File: config.mk
export PLATFORM = sky130hd
export DESIGN_NAME = bsl_seq
export DESIGN_NICKNAME = d
export VERILOG_FILES = /design/src/inc/bsl_pkg.sv /design/src/bsl_seq.sv
export SDC_FILE = /design/constraint.sdc
export NUM_CORES = 1
export LEC_CHECK = 0
export BUFFER_PORTS_ARGS = -buffer_cell sky130_fd_sc_hd__buf_2
export CAP_MARGIN = 20
export CORE_ASPECT_RATIO = 2
export CORE_UTILIZATION = 60
export CTS_CLUSTER_DIAMETER = 120
export DETAILED_ROUTE_END_ITERATION = 8
export PLACE_DENSITY = 0.82
export SYNTH_ARGS = -nofsm -noshare
export SYNTH_HDL_FRONTEND = slang
export SYNTH_SLANG_ARGS = --single-unit
File: constraint.sdc
create_clock -name clk_i -period 5.8 [get_ports clk_i]
set_input_delay 0 -clock clk_i [delete_from_list [all_inputs] [get_ports clk_i]]
set_output_delay 0 -clock clk_i [all_outputs]
set_load 0.03 [all_outputs]
File: src/inc/bsl_pkg.sv
package bsl_pkg;

   // Timebase and period lengths, each in its own unit.
   localparam int CLK_HZ          = 40_000_000;
   localparam int T_BASE_S        = 1;
   localparam int TICK_CYC        = CLK_HZ * T_BASE_S;
   localparam int T_INIT_S        = 10;
   localparam int T_INIT_MAX_MIN  = 4;
   localparam int T_INIT_MAX_S    = T_INIT_MAX_MIN * 60;
   localparam int T_AIR_S         = 10;
   localparam int T_FLAME_SBY_S   = 240;
   localparam int T_FLAME_PRE_S   = 30;
   localparam int T_PILOT_TRIAL_PERIOD_LONG_S   = 10;
   localparam int T_PILOT_TRIAL_PERIOD_SHORT_S  = 4;
   localparam int T_MAIN_TRIAL_PERIOD_S        = 10;
   localparam int T_SPECIAL_S     = 15;
   localparam int T_PP_DEF_S      = 15;
   localparam int T_COMMIT_S      = 5;
   localparam int T_JMP_HOURS     = 200;
   localparam int T_JMP_S         = T_JMP_HOURS * 3600;

   // Post-purge step table limits.
   localparam logic [7:0] PP_IDX_SEC_END = 8'h3C;
   localparam logic [7:0] PP_IDX_TEN_END = 8'h72;
   localparam logic [7:0] PP_IDX_MAX     = 8'hA4;

   // Register byte offsets.
   localparam logic [7:0] REG_STATUS = 8'h00;
   localparam logic [7:0] REG_PASS   = 8'h04;
   localparam logic [7:0] REG_PPSET  = 8'h08;
   localparam logic [7:0] REG_PPTIME = 8'h0C;
   localparam logic [7:0] SETUP_PASS = 8'h78;

   // Fault codes.
   localparam logic [7:0] FLT_NONE  = 8'h00;
   localparam logic [7:0] FLT_CARD  = 8'h01;
   localparam logic [7:0] FLT_INIT  = 8'h02;
   localparam logic [7:0] FLT_FLAME = 8'h03;
   localparam logic [7:0] FLT_LOAD  = 8'h04;
   localparam logic [7:0] FLT_ILK   = 8'h05;
   localparam logic [7:0] FLT_AIR   = 8'h06;
   localparam logic [7:0] FLT_NOFLM = 8'h07;
   localparam logic [7:0] FLT_INT   = 8'h08;
   localparam logic [7:0] FLT_NVM   = 8'h09;
   localparam logic [7:0] FLT_JMP   = 8'h6E;

   typedef enum logic [3:0] {
      ST_INIT, ST_STANDBY, ST_PREPURGE, ST_PILOT, ST_MAIN, ST_RUN, ST_POSTPURGE, ST_LOCKOUT
   } bsl_state_t;

   // Field feedback, all active high.
   typedef struct packed {
      logic flame;
      logic airflow;
      logic preign;
      logic pilot;
      logic ign;
      logic main;
      logic dmain;
   } bsl_fb_t;

   // Jumpers, high while intact.
   typedef struct packed {
      logic airflow_failure_action_jumper;
      logic flame_failure_action_jumper;
      logic pilot_trial_length_jumper;
   } bsl_jmp_t;

   typedef struct packed {
      logic blower;
      logic pilot;
      logic ign;
      logic main;
      logic dmain;
      logic alarm;
   } bsl_load_t;

endpackage : bsl_pkg

File: src/bsl_seq.sv
// Contract
// - Post purge steps 1 s, 10 s, 1 min.
// - Fan runs post purge after demand drops.
// - Commit setting after five second reset hold.
// - Setting changes only in standby with password.
// - Initiate locks out on missing or bad card.
// - Jumper change after 200 hours locks out.
// - Initiate longer than four minutes locks out.
// - Airflow not proven in time locks out; with airflow_failure_action_jumper high the purge restarts.
// - Standby flame for 240 seconds locks out.
// - Standby valve energised or interlock open locks out.
// - Prepurge flame, airflow, valve, interlock faults lock out.
// - Internal or card faults lock out standby to run.
// - Pilot trial flame, pilot, main checks.
// - Main trial flame, ignition, valve checks.
// - Run valve, ignition, airflow, flame checks.
// - Special variant: early run flame loss locks out.
// - Initiate or standby shutdown locks out with alarm.
// - Purge shutdown drops blower at once.
// - Trial or run shutdown: fuel off, post purge.
// - Unprogrammed post purge defaults to 15 seconds.
// - Lockout leaves only on manual reset.
// - Lockout survives power interruption.
// - Pilot trial ten or four seconds.
// - Flame loss recycles or locks out per jumper.
//
// Our own choices: the Wishbone register port and the register addresses.
`timescale 1ns/10ps
`default_nettype none
module bsl_seq
   import bsl_pkg::*;
#(
   parameter int       TICK_CYCLES     = TICK_CYC,
   parameter bit       SPECIAL_RECYCLE = 1'b0,
   parameter int       MAIN_TRIAL_PERIOD_S          = T_MAIN_TRIAL_PERIOD_S
) (
   // Clock and reset
   input  wire logic        clk_i,
   input  wire logic        rst_i,
   // Wishbone slave
   input  wire logic        wb_cyc_i,
   input  wire logic        wb_stb_i,
   input  wire logic        wb_we_i,
   input  wire logic [7:0]  wb_adr_i,
   input  wire logic [3:0]  wb_sel_i,
   input  wire logic [31:0] wb_dat_i,
   output logic      [31:0] wb_dat_o,
   output logic             wb_ack_o,
   // Field inputs
   input  var  bsl_fb_t     fb_i,
   input  var  bsl_jmp_t    jmp_i,
   input  wire logic        heat_demand_i,
   input  wire logic        line_ok_i,
   input  wire logic        card_present_i,
   input  wire logic        card_ok_i,
   input  wire logic [10:0] card_purge_s_i,
   input  wire logic        int_fault_i,
   input  wire logic        reset_btn_i,
   input  wire logic        remote_reset_i,
   input  wire logic        nv_lockout_i,
   // Loads and status
   output bsl_load_t        loads_o,
   output logic             nv_lockout_o
);

   if (TICK_CYCLES < 1 || TICK_CYCLES >= 2**26 || MAIN_TRIAL_PERIOD_S < 1 || MAIN_TRIAL_PERIOD_S > 4000) begin : g_chk
      $error("bsl_seq: parameter out of range");
   end

   localparam logic [25:0] TICK_LAST = 26'(TICK_CYCLES - 1);

   typedef struct packed {
      bsl_state_t  state;
      logic [25:0] tick;
      logic [11:0] sec;
      logic [3:0]  init_ok;
      logic [19:0] op_secs;
      logic [2:0]  hold;
      logic [11:0] pp_left;
      logic [7:0]  pp_idx;
      logic        pp_valid;
      logic [7:0]  pend_idx;
      logic        pend;
      logic        unlocked;
      logic        booted;
      logic        air_ok;
      bsl_jmp_t    jmp_ref;
      logic [7:0]  fault;
      logic        nonres;
      bsl_load_t   ld;
      logic        ack;
      logic [31:0] dat;
   } bsl_regs_t;

   bsl_regs_t s_r;
   bsl_regs_t s_nxt;

   function automatic logic [11:0] pp_secs(input logic [7:0] idx);
      if (idx <= PP_IDX_SEC_END) begin
         pp_secs = {4'h0, idx};
      end else if (idx <= PP_IDX_TEN_END) begin
         pp_secs = 12'(60 + (12'(idx) - 12'(PP_IDX_SEC_END)) * 10);
      end else begin
         pp_secs = 12'(600 + (12'(idx) - 12'(PP_IDX_TEN_END)) * 60);
      end
   endfunction : pp_secs

   logic        sec_tick;
   logic [11:0] pp_time;
   logic [11:0] pilot_trial_period_len;
   logic [11:0] air_lim;
   logic        lo;
   logic [7:0]  code;
   logic        bus_wr;

   assign sec_tick = (s_r.tick == TICK_LAST);
   assign pp_time  = s_r.pp_valid ? pp_secs(s_r.pp_idx) : 12'(T_PP_DEF_S);
   assign pilot_trial_period_len = jmp_i.pilot_trial_length_jumper ? 12'(T_PILOT_TRIAL_PERIOD_LONG_S)
                                                     : 12'(T_PILOT_TRIAL_PERIOD_SHORT_S);
   assign air_lim  = ({1'b0, card_purge_s_i} < 12'(T_AIR_S)) ? {1'b0, card_purge_s_i}
                                                             : 12'(T_AIR_S);
   assign bus_wr   = wb_cyc_i & wb_stb_i & wb_we_i & s_r.ack & wb_sel_i[0];

   always_comb begin
      s_nxt = s_r;
      lo    = 1'b0;
      code  = FLT_NONE;
      s_nxt.ack    = wb_cyc_i & wb_stb_i & ~s_r.ack;
      s_nxt.booted = 1'b1;
      if (!s_r.booted) s_nxt.jmp_ref = jmp_i;
      s_nxt.tick   = sec_tick ? 26'h0 : s_r.tick + 26'h1;
      // Every period timer counts this one shared second tick.
      if (sec_tick) begin
         if (s_r.sec != 12'hFFF) s_nxt.sec = s_r.sec + 12'h1;
         if (s_r.op_secs != 20'hFFFFF) s_nxt.op_secs = s_r.op_secs + 20'h1;
         if (s_r.pp_left != 12'h0) s_nxt.pp_left = s_r.pp_left - 12'h1;
      end
      if (!reset_btn_i) begin
         s_nxt.hold = 3'h0;
      end else if (sec_tick && s_r.hold < 3'(T_COMMIT_S)) begin
         s_nxt.hold = s_r.hold + 3'h1;
      end

      if (s_r.pend && s_r.hold == 3'(T_COMMIT_S)) begin
         s_nxt.pp_idx   = s_r.pend_idx;
         s_nxt.pp_valid = 1'b1;
         s_nxt.pend     = 1'b0;
      end
      // Setup access only from standby; a write beside a commit stays pending.
      if (bus_wr && wb_adr_i == REG_PASS) begin
         s_nxt.unlocked = (s_r.state == ST_STANDBY) && (wb_dat_i[7:0] == SETUP_PASS);
      end else if (bus_wr && wb_adr_i == REG_PPSET && s_r.unlocked) begin
         s_nxt.pend_idx = (wb_dat_i[7:0] > PP_IDX_MAX) ? PP_IDX_MAX : wb_dat_i[7:0];
         s_nxt.pend     = 1'b1;
      end

      case (s_r.state)
         ST_INIT: begin
            s_nxt.ld = '0;
            if (sec_tick) s_nxt.init_ok = line_ok_i ? s_r.init_ok + 4'h1 : 4'h0;
            if (!s_r.booted && nv_lockout_i) begin
               lo = 1'b1;
               code = FLT_NVM;
            end else if (!card_present_i || !card_ok_i) begin
               lo = 1'b1;
               code = FLT_CARD;
            end else if (s_r.sec >= 12'(T_INIT_MAX_S)) begin
               lo = 1'b1;
               code = FLT_INIT;
            end else if (s_r.init_ok >= 4'(T_INIT_S)) begin
               s_nxt.state = ST_STANDBY;
            end
         end
         ST_STANDBY: begin
            s_nxt.ld = '0;
            if (fb_i.flame && s_r.sec >= 12'(T_FLAME_SBY_S)) begin
               lo = 1'b1;
               code = FLT_FLAME;
            end else if (fb_i.pilot || fb_i.main || fb_i.dmain || !fb_i.preign) begin
               lo = 1'b1;
               code = FLT_LOAD;
            end else if (heat_demand_i) begin
               s_nxt.state = ST_PREPURGE;
               s_nxt.ld.blower = 1'b1;
               s_nxt.air_ok = 1'b0;
            end
            if (!fb_i.flame) s_nxt.sec = 12'h0;
         end
         ST_PREPURGE: begin
            if (fb_i.airflow) s_nxt.air_ok = 1'b1;
            if (fb_i.flame && s_r.sec >= 12'(T_FLAME_PRE_S)) begin
               lo = 1'b1;
               code = FLT_FLAME;
            end else if (fb_i.pilot || fb_i.ign || fb_i.main || fb_i.dmain) begin
               lo = 1'b1;
               code = FLT_LOAD;
            end else if (!fb_i.preign) begin
               lo = 1'b1;
               code = FLT_ILK;
            end else if ((s_r.air_ok && !fb_i.airflow)
                         || (!s_r.air_ok && !fb_i.airflow && s_r.sec >= air_lim)) begin
               if (!jmp_i.airflow_failure_action_jumper) begin
                  lo = 1'b1;
                  code = FLT_AIR;
               end else begin
                  s_nxt.sec = 12'h0;
                  s_nxt.air_ok = 1'b0;
               end
            end else if (!heat_demand_i) begin
               s_nxt.state = ST_STANDBY;
               s_nxt.ld = '0;
            end else if (s_r.air_ok && s_r.sec >= {1'b0, card_purge_s_i}) begin
               s_nxt.state = ST_PILOT;
               s_nxt.ld.pilot = 1'b1;
               s_nxt.ld.ign = 1'b1;
            end
         end
         ST_PILOT: begin
            if ((fb_i.main || fb_i.dmain)
                || (s_r.sec != 12'h0 && !fb_i.pilot)) begin
               lo = 1'b1;
               code = FLT_LOAD;
            end else if (!jmp_i.airflow_failure_action_jumper && !fb_i.airflow) begin
               lo = 1'b1;
               code = FLT_AIR;
            end else if (s_r.sec >= pilot_trial_period_len) begin
               if (!fb_i.flame) begin
                  lo = 1'b1;
                  code = FLT_NOFLM;
               end else begin
                  s_nxt.state = ST_MAIN;
                  s_nxt.ld.ign = 1'b0;
                  s_nxt.ld.main = 1'b1;
               end
            end
         end
         ST_MAIN: begin
            if (!fb_i.flame) begin
               lo = 1'b1;
               code = FLT_NOFLM;
            end else if (fb_i.ign || fb_i.dmain
                         || (s_r.sec != 12'h0 && (!fb_i.pilot || !fb_i.main))) begin
               lo = 1'b1;
               code = FLT_LOAD;
            end else if (!jmp_i.airflow_failure_action_jumper && !fb_i.airflow) begin
               lo = 1'b1;
               code = FLT_AIR;
            end else if (s_r.sec >= 12'(MAIN_TRIAL_PERIOD_S)) begin
               s_nxt.state = ST_RUN;
               s_nxt.ld.pilot = 1'b0;
               s_nxt.ld.dmain = 1'b1;
            end
         end
         ST_RUN: begin
            if (fb_i.ign || (s_r.sec != 12'h0 && (fb_i.pilot || !fb_i.main || !fb_i.dmain))) begin
               lo = 1'b1;
               code = FLT_LOAD;
            end else if (!jmp_i.airflow_failure_action_jumper && !fb_i.airflow) begin
               lo = 1'b1;
               code = FLT_AIR;
            end else if (!fb_i.flame && !jmp_i.flame_failure_action_jumper
                         && !(SPECIAL_RECYCLE && s_r.sec >= 12'(T_SPECIAL_S))) begin
               lo = 1'b1;
               code = FLT_NOFLM;
            end else if (!fb_i.flame || !heat_demand_i) begin
               s_nxt.state = ST_POSTPURGE;
               s_nxt.ld = '0;
               s_nxt.ld.blower = 1'b1;
               s_nxt.pp_left = pp_time;
            end
         end
         ST_POSTPURGE: begin
            s_nxt.ld.blower = (s_nxt.pp_left != 12'h0);
            if (s_r.pp_left == 12'h0) s_nxt.state = ST_STANDBY;
         end
         default: begin
            s_nxt.ld = '0;
            s_nxt.ld.alarm = 1'b1;
            s_nxt.ld.blower = (s_nxt.pp_left != 12'h0);
            if ((reset_btn_i || remote_reset_i) && !s_r.nonres && s_r.pp_left == 12'h0) begin
               s_nxt.state = ST_INIT;
               s_nxt.ld.alarm = 1'b0;
               s_nxt.fault = FLT_NONE;
               s_nxt.init_ok = 4'h0;
            end
         end
      endcase

      if (s_r.state inside {ST_STANDBY, ST_PREPURGE, ST_PILOT, ST_MAIN, ST_RUN}) begin
         if (int_fault_i) begin
            lo = 1'b1;
            code = FLT_INT;
         end else if (!card_present_i || !card_ok_i) begin
            lo = 1'b1;
            code = FLT_CARD;
         end
      end
      if (s_r.state != ST_LOCKOUT && jmp_i != s_r.jmp_ref
          && s_r.op_secs > 20'(T_JMP_S)) begin
         lo = 1'b1;
         code = FLT_JMP;
         s_nxt.nonres = 1'b1;
      end

      // Trial and run shutdowns keep the fan for post purge; others stop it at once.
      if (lo) begin
         s_nxt.state = ST_LOCKOUT;
         s_nxt.fault = code;
         s_nxt.ld = '0;
         s_nxt.ld.alarm = 1'b1;
         if (s_r.state inside {ST_PILOT, ST_MAIN, ST_RUN}) begin
            s_nxt.ld.blower = 1'b1;
            s_nxt.pp_left = pp_time;
         end else begin
            s_nxt.pp_left = 12'h0;
         end
      end
      if (s_nxt.state != ST_STANDBY) s_nxt.unlocked = 1'b0;
      if (s_nxt.state != s_r.state) s_nxt.sec = 12'h0;

      s_nxt.dat = 32'h0;
      if (wb_adr_i == REG_STATUS) begin
         s_nxt.dat = {16'h0, s_r.fault, 1'b0, s_r.nonres, s_r.pend, s_r.unlocked, s_r.state};
      end else if (wb_adr_i == REG_PPSET) begin
         s_nxt.dat = {23'h0, s_r.pp_valid, s_r.pp_idx};
      end else if (wb_adr_i == REG_PPTIME) begin
         s_nxt.dat = {20'h0, pp_time};
      end
   end

   always_ff @(posedge clk_i) begin
      if (rst_i) begin
         s_r <= '0;
      end else begin
         s_r <= s_nxt;
      end
   end

   assign wb_ack_o     = s_r.ack;
   assign wb_dat_o     = s_r.dat;
   assign loads_o      = s_r.ld;
   assign nv_lockout_o = s_r.ld.alarm;
endmodule : bsl_seq
`default_nettype wire

==> flow_metrics.tcl <==
set metrics [dict create \
    status "finished, final reports clean" \
    drtPass1Iterations 5 \
    critPathMaxStageDelay_ns 0.57 \
    ys_seq_area_share_pct 27.0 \
    clkSlewWorstSetupHoldPaths_ns 0.06 \
    floorplan.die.height_um 182 \
    setup_viol_count_final 0 \
    grt_util_all_layers_pct 31.9 \
    boundaryPins 118 \
    critical_path.endpoint_type "flop" \
    worst-slew-pin-transition_ns 1.16 \
    rsz0062_at_grt "no" \
    grt_pass1_vias 8820 \
    core_area_sq_um 15800 \
    antenna_left 0 \
    numPortBuffers 72 \
    reg2reg_setup_slack_ns 0.52 \
    clock_latency_ns 0.43 \
    synth-edff-count 0 \
    cpMostUsedCell "inv_1" \
    r2r-end "wb_dat_o[11]" \
    dpl_worst_slack_ns 0.600 \
    final.setup_skew_ns 0.0162 \
    hold_depth 3 \
    yosysWarnings 0 \
    clk_path_buf_depth 2 \
    vias 9225 \
    synth.cell_area_sq_um 9700 \
    drtIter0Drc 464 \
    die_area_sq_um 16700 \
    wirelength_um 26100 \
    routed_wire_length_per_instance_um 17.2 \
    cts_root_buffer "clkbuf_16" \
    min_to "wb_dat_o[7]" \
    post-dp-hpwl_um 19700 \
    timing.hold.worst.start "wb_adr_i[2]" \
    rr_startpoint "s_r[66]" \
    grt_overflow_total 0 \
    placement_rows 65 \
    synth-async-reset-ratio_pct 0 \
    htree_levels 4 \
    synth_cell_types 86 \
    power.static_leakage_nw 4.45 \
    antennaDiodeCount 0 \
    layout_min_cycle_time_ns 5.28 \
    type_of_the_worst_setup_path "reg2reg" \
    syn_inst 1249 \
    grt_start_max_net_pins 70 \
    drive_above_1_share_pct 11.4 \
    setup-tns-final_ns 0 \
    routabilityCongestion 0.992 \
    critical_path_cell_list "inv_1 -> ha_1 -> a21boi_0 -> xnor2_1 -> inv_1 -> fa_1 -> inv_1 -> fa_1 -> ha_1 -> or2_2 -> o21ai_0 -> xnor2_1 -> nand3_1 -> a21oi_1 -> xnor3_1 -> mux2i_1 -> o2bb2a_1 -> nor2_1" \
    tritoncts "yes" \
    synth-seq-cells 131 \
    worst-endpoint-required_ns 6.08 \
    numCtsBuffers 17 \
    initial_standard_cell_utilization_of_the_core_pct 61.5 \
    syn_area_cell_sq_um 7.77 \
    numClockSinks 131 \
    crit_start_category "flop" \
    fp.dieW_um 91.9 \
    crit_family "adder cells" \
    hold_violations 0 \
    crit_slowest_cell "fa_1" \
    final_min_period_over_clock_period_pct 91.0 \
    maxSlewHeadroom_pct 21.3 \
    maxSlewViolCount 0 \
    via_per_inst 6.09 \
    path_depth 18 \
    critical_path.max_fanout 9 \
    grt_pass1_wl_um 42100 \
    power_density_nw_per_um2 219 \
    timing.hold.worst.class "in2reg" \
    max_clock_freq_mhz 189 \
    drv_cap 0 \
    synth_top_flop_cell "dfxtp_1" \
    postCtsSetupRepairBufs 0 \
    initial_antenna_violation_count 0 \
    worst-path-buf-inv 3 \
    final_net_count 1457 \
    area_delta_synth_final_pct 10.5 \
    drc_viols 0 \
    ff2ff_path_depth 18 \
    vdd.ir_drop.worst_mv 0.204 \
    post-route-worst-setup-slack_ns 0.522 \
    cp.arrival_ns 5.56 \
]
-- layout by cell type, fill, tap and decap left out, types with 10 or more instances in the layout --
master | netlist | layout
clkbuf_16 | 0 | 17
inv_1 | 67 | 67
nor2_1 | 155 | 155
dlygate4sd3_1 | 0 | 17
xnor2_1 | 49 | 49
a31oi_1 | 16 | 16
ha_1 | 65 | 65
nand3_1 | 52 | 52
nor3_1 | 42 | 42
and3_1 | 30 | 30
nand4_1 | 21 | 21
buf_2 | 4 | 72
nor4_1 | 10 | 10
mux2i_1 | 14 | 14
a21oi_1 | 65 | 65
nand2_1 | 121 | 121
nor2_2 | 10 | 10
o211ai_1 | 11 | 11
fa_1 | 12 | 12
o21ai_0 | 51 | 51
or3_1 | 21 | 21
dfxtp_1 | 131 | 131
a22oi_1 | 11 | 11
conb_1 | 2 | 25
xor2_1 | 39 | 39
-- synth_stat cells, drive strengths merged, types with 14 or more instances --
master  number  area (sq um)
nor4        14           130
buf         47           343
xor2        39           342
nor2       165           644
ha          65           813
xnor2       49           429
clkbuf      36           136
mux2i       14           140
or3         21           131
a31oi       16           100
nand3       52           260
a21oi       65           325
nor3        45           246
nand4       22           153
and3        30           188
nand2      121           454
inv         67           251
o21ai       58           290
dfxtp      131          2620
-- metal layers --
metal | global-route usage, % | vias up | wire, um
met4 | 25.0 | 0 | 2130
met2 | 58.8 | 322 | 13900
li1 | - | 4447 | -
met1 | 30.1 | 4328 | 8960
met3 | 6.20 | 128 | 1130
met5 | 0 | - | 0
-- final cells by class --
class                   count  area (sq um)
inverters                  68           255
well taps                 201           251
clock inverters            12           131
multi-input cells         990          6430
flip-flops and latches    131          2620
repair buffers             94           568
clock buffers              20           457
fillers                  1385          5060
-- worst reg2reg max path: cells and delay by family (launching register included) --
family,cells,cell delay [ns]
adders and majority gates,4,1.62
AOI/OAI and AO/OA,4,0.94
muxes,1,0.26
and+or+nand+nor,3,0.51
DFF,1,0.50
xor gates and xnor gates,3,0.88
buffers and inverters,3,0.46
-- power by group --
part           switching [mW]  internal, mW
combinational           0.210         0.112
sequential             0.0307         0.917
clock                   0.420         0.655
total                   0.661          1.68
-- sequential cells by signal, summed over array words and instances, names as in the netlist --
register / cells
loads_o: 5
wb_dat_o: 13
s_r: 111
nv_lockout_o: 1
wb_ack_o: 1
-- cell families (layout without fill, tap and decap cells) --
group	Yosys count	after routing	synth area share [%]
AND/OR/NAND/NOR	538	538	27.9
AO/OA/AOI/OAI	245	245	16.6
buffers and inverters	151	194	7.57
flip-flops	131	131	27.0
XOR/XNOR	90	90	8.41
adder cells (fa/ha/maj)	77	77	10.9
multiplexers	15	15	1.56
other	2	25	0.0774
-- stage by stage --
step | std cells | area (sq um) | power [mW] | hold slack (ns) | utilization [%]
6_report | 1516 | 10700 | 2.34 | 0.00610 | 67.9
5_1_grt | 1516 | 10700 | 2.42 | 0.0232 | 67.9
4_1_cts | 1516 | 10700 | 2.34 | 0.00168 | 67.9
3_5_place_dp | 1467 | 9960 | 1.27 | 0.261 | 63.1
3_3_place_gp | 1467 | 9960 | 1.26 | 0.252 | 63.1
2_1_floorplan | 1272 | 9790 | 1.19 | 0.134 | -
-- worst max path at each step --
stage	start	endpoint	slack [ns]
floorplan	s_r[66]	wb_dat_o[11]	1.22
global placement	s_r[66]	wb_dat_o[11]	0.74
detailed placement	s_r[66]	wb_dat_o[11]	0.60
CTS	s_r[66]	wb_dat_o[11]	0.58
global route	s_r[66]	wb_dat_o[11]	0.28
finish	s_r[66]	wb_dat_o[11]	0.52
-- repair_timing --
| item | 4_1_cts | 5_1_grt |
|---|---|---|
| resized for setup | 0 | 0 |
| hold buffers | 17 | 0 |
| hold endpoints to repair | 19 | 0 |
(Power assumes the default switching activity.)
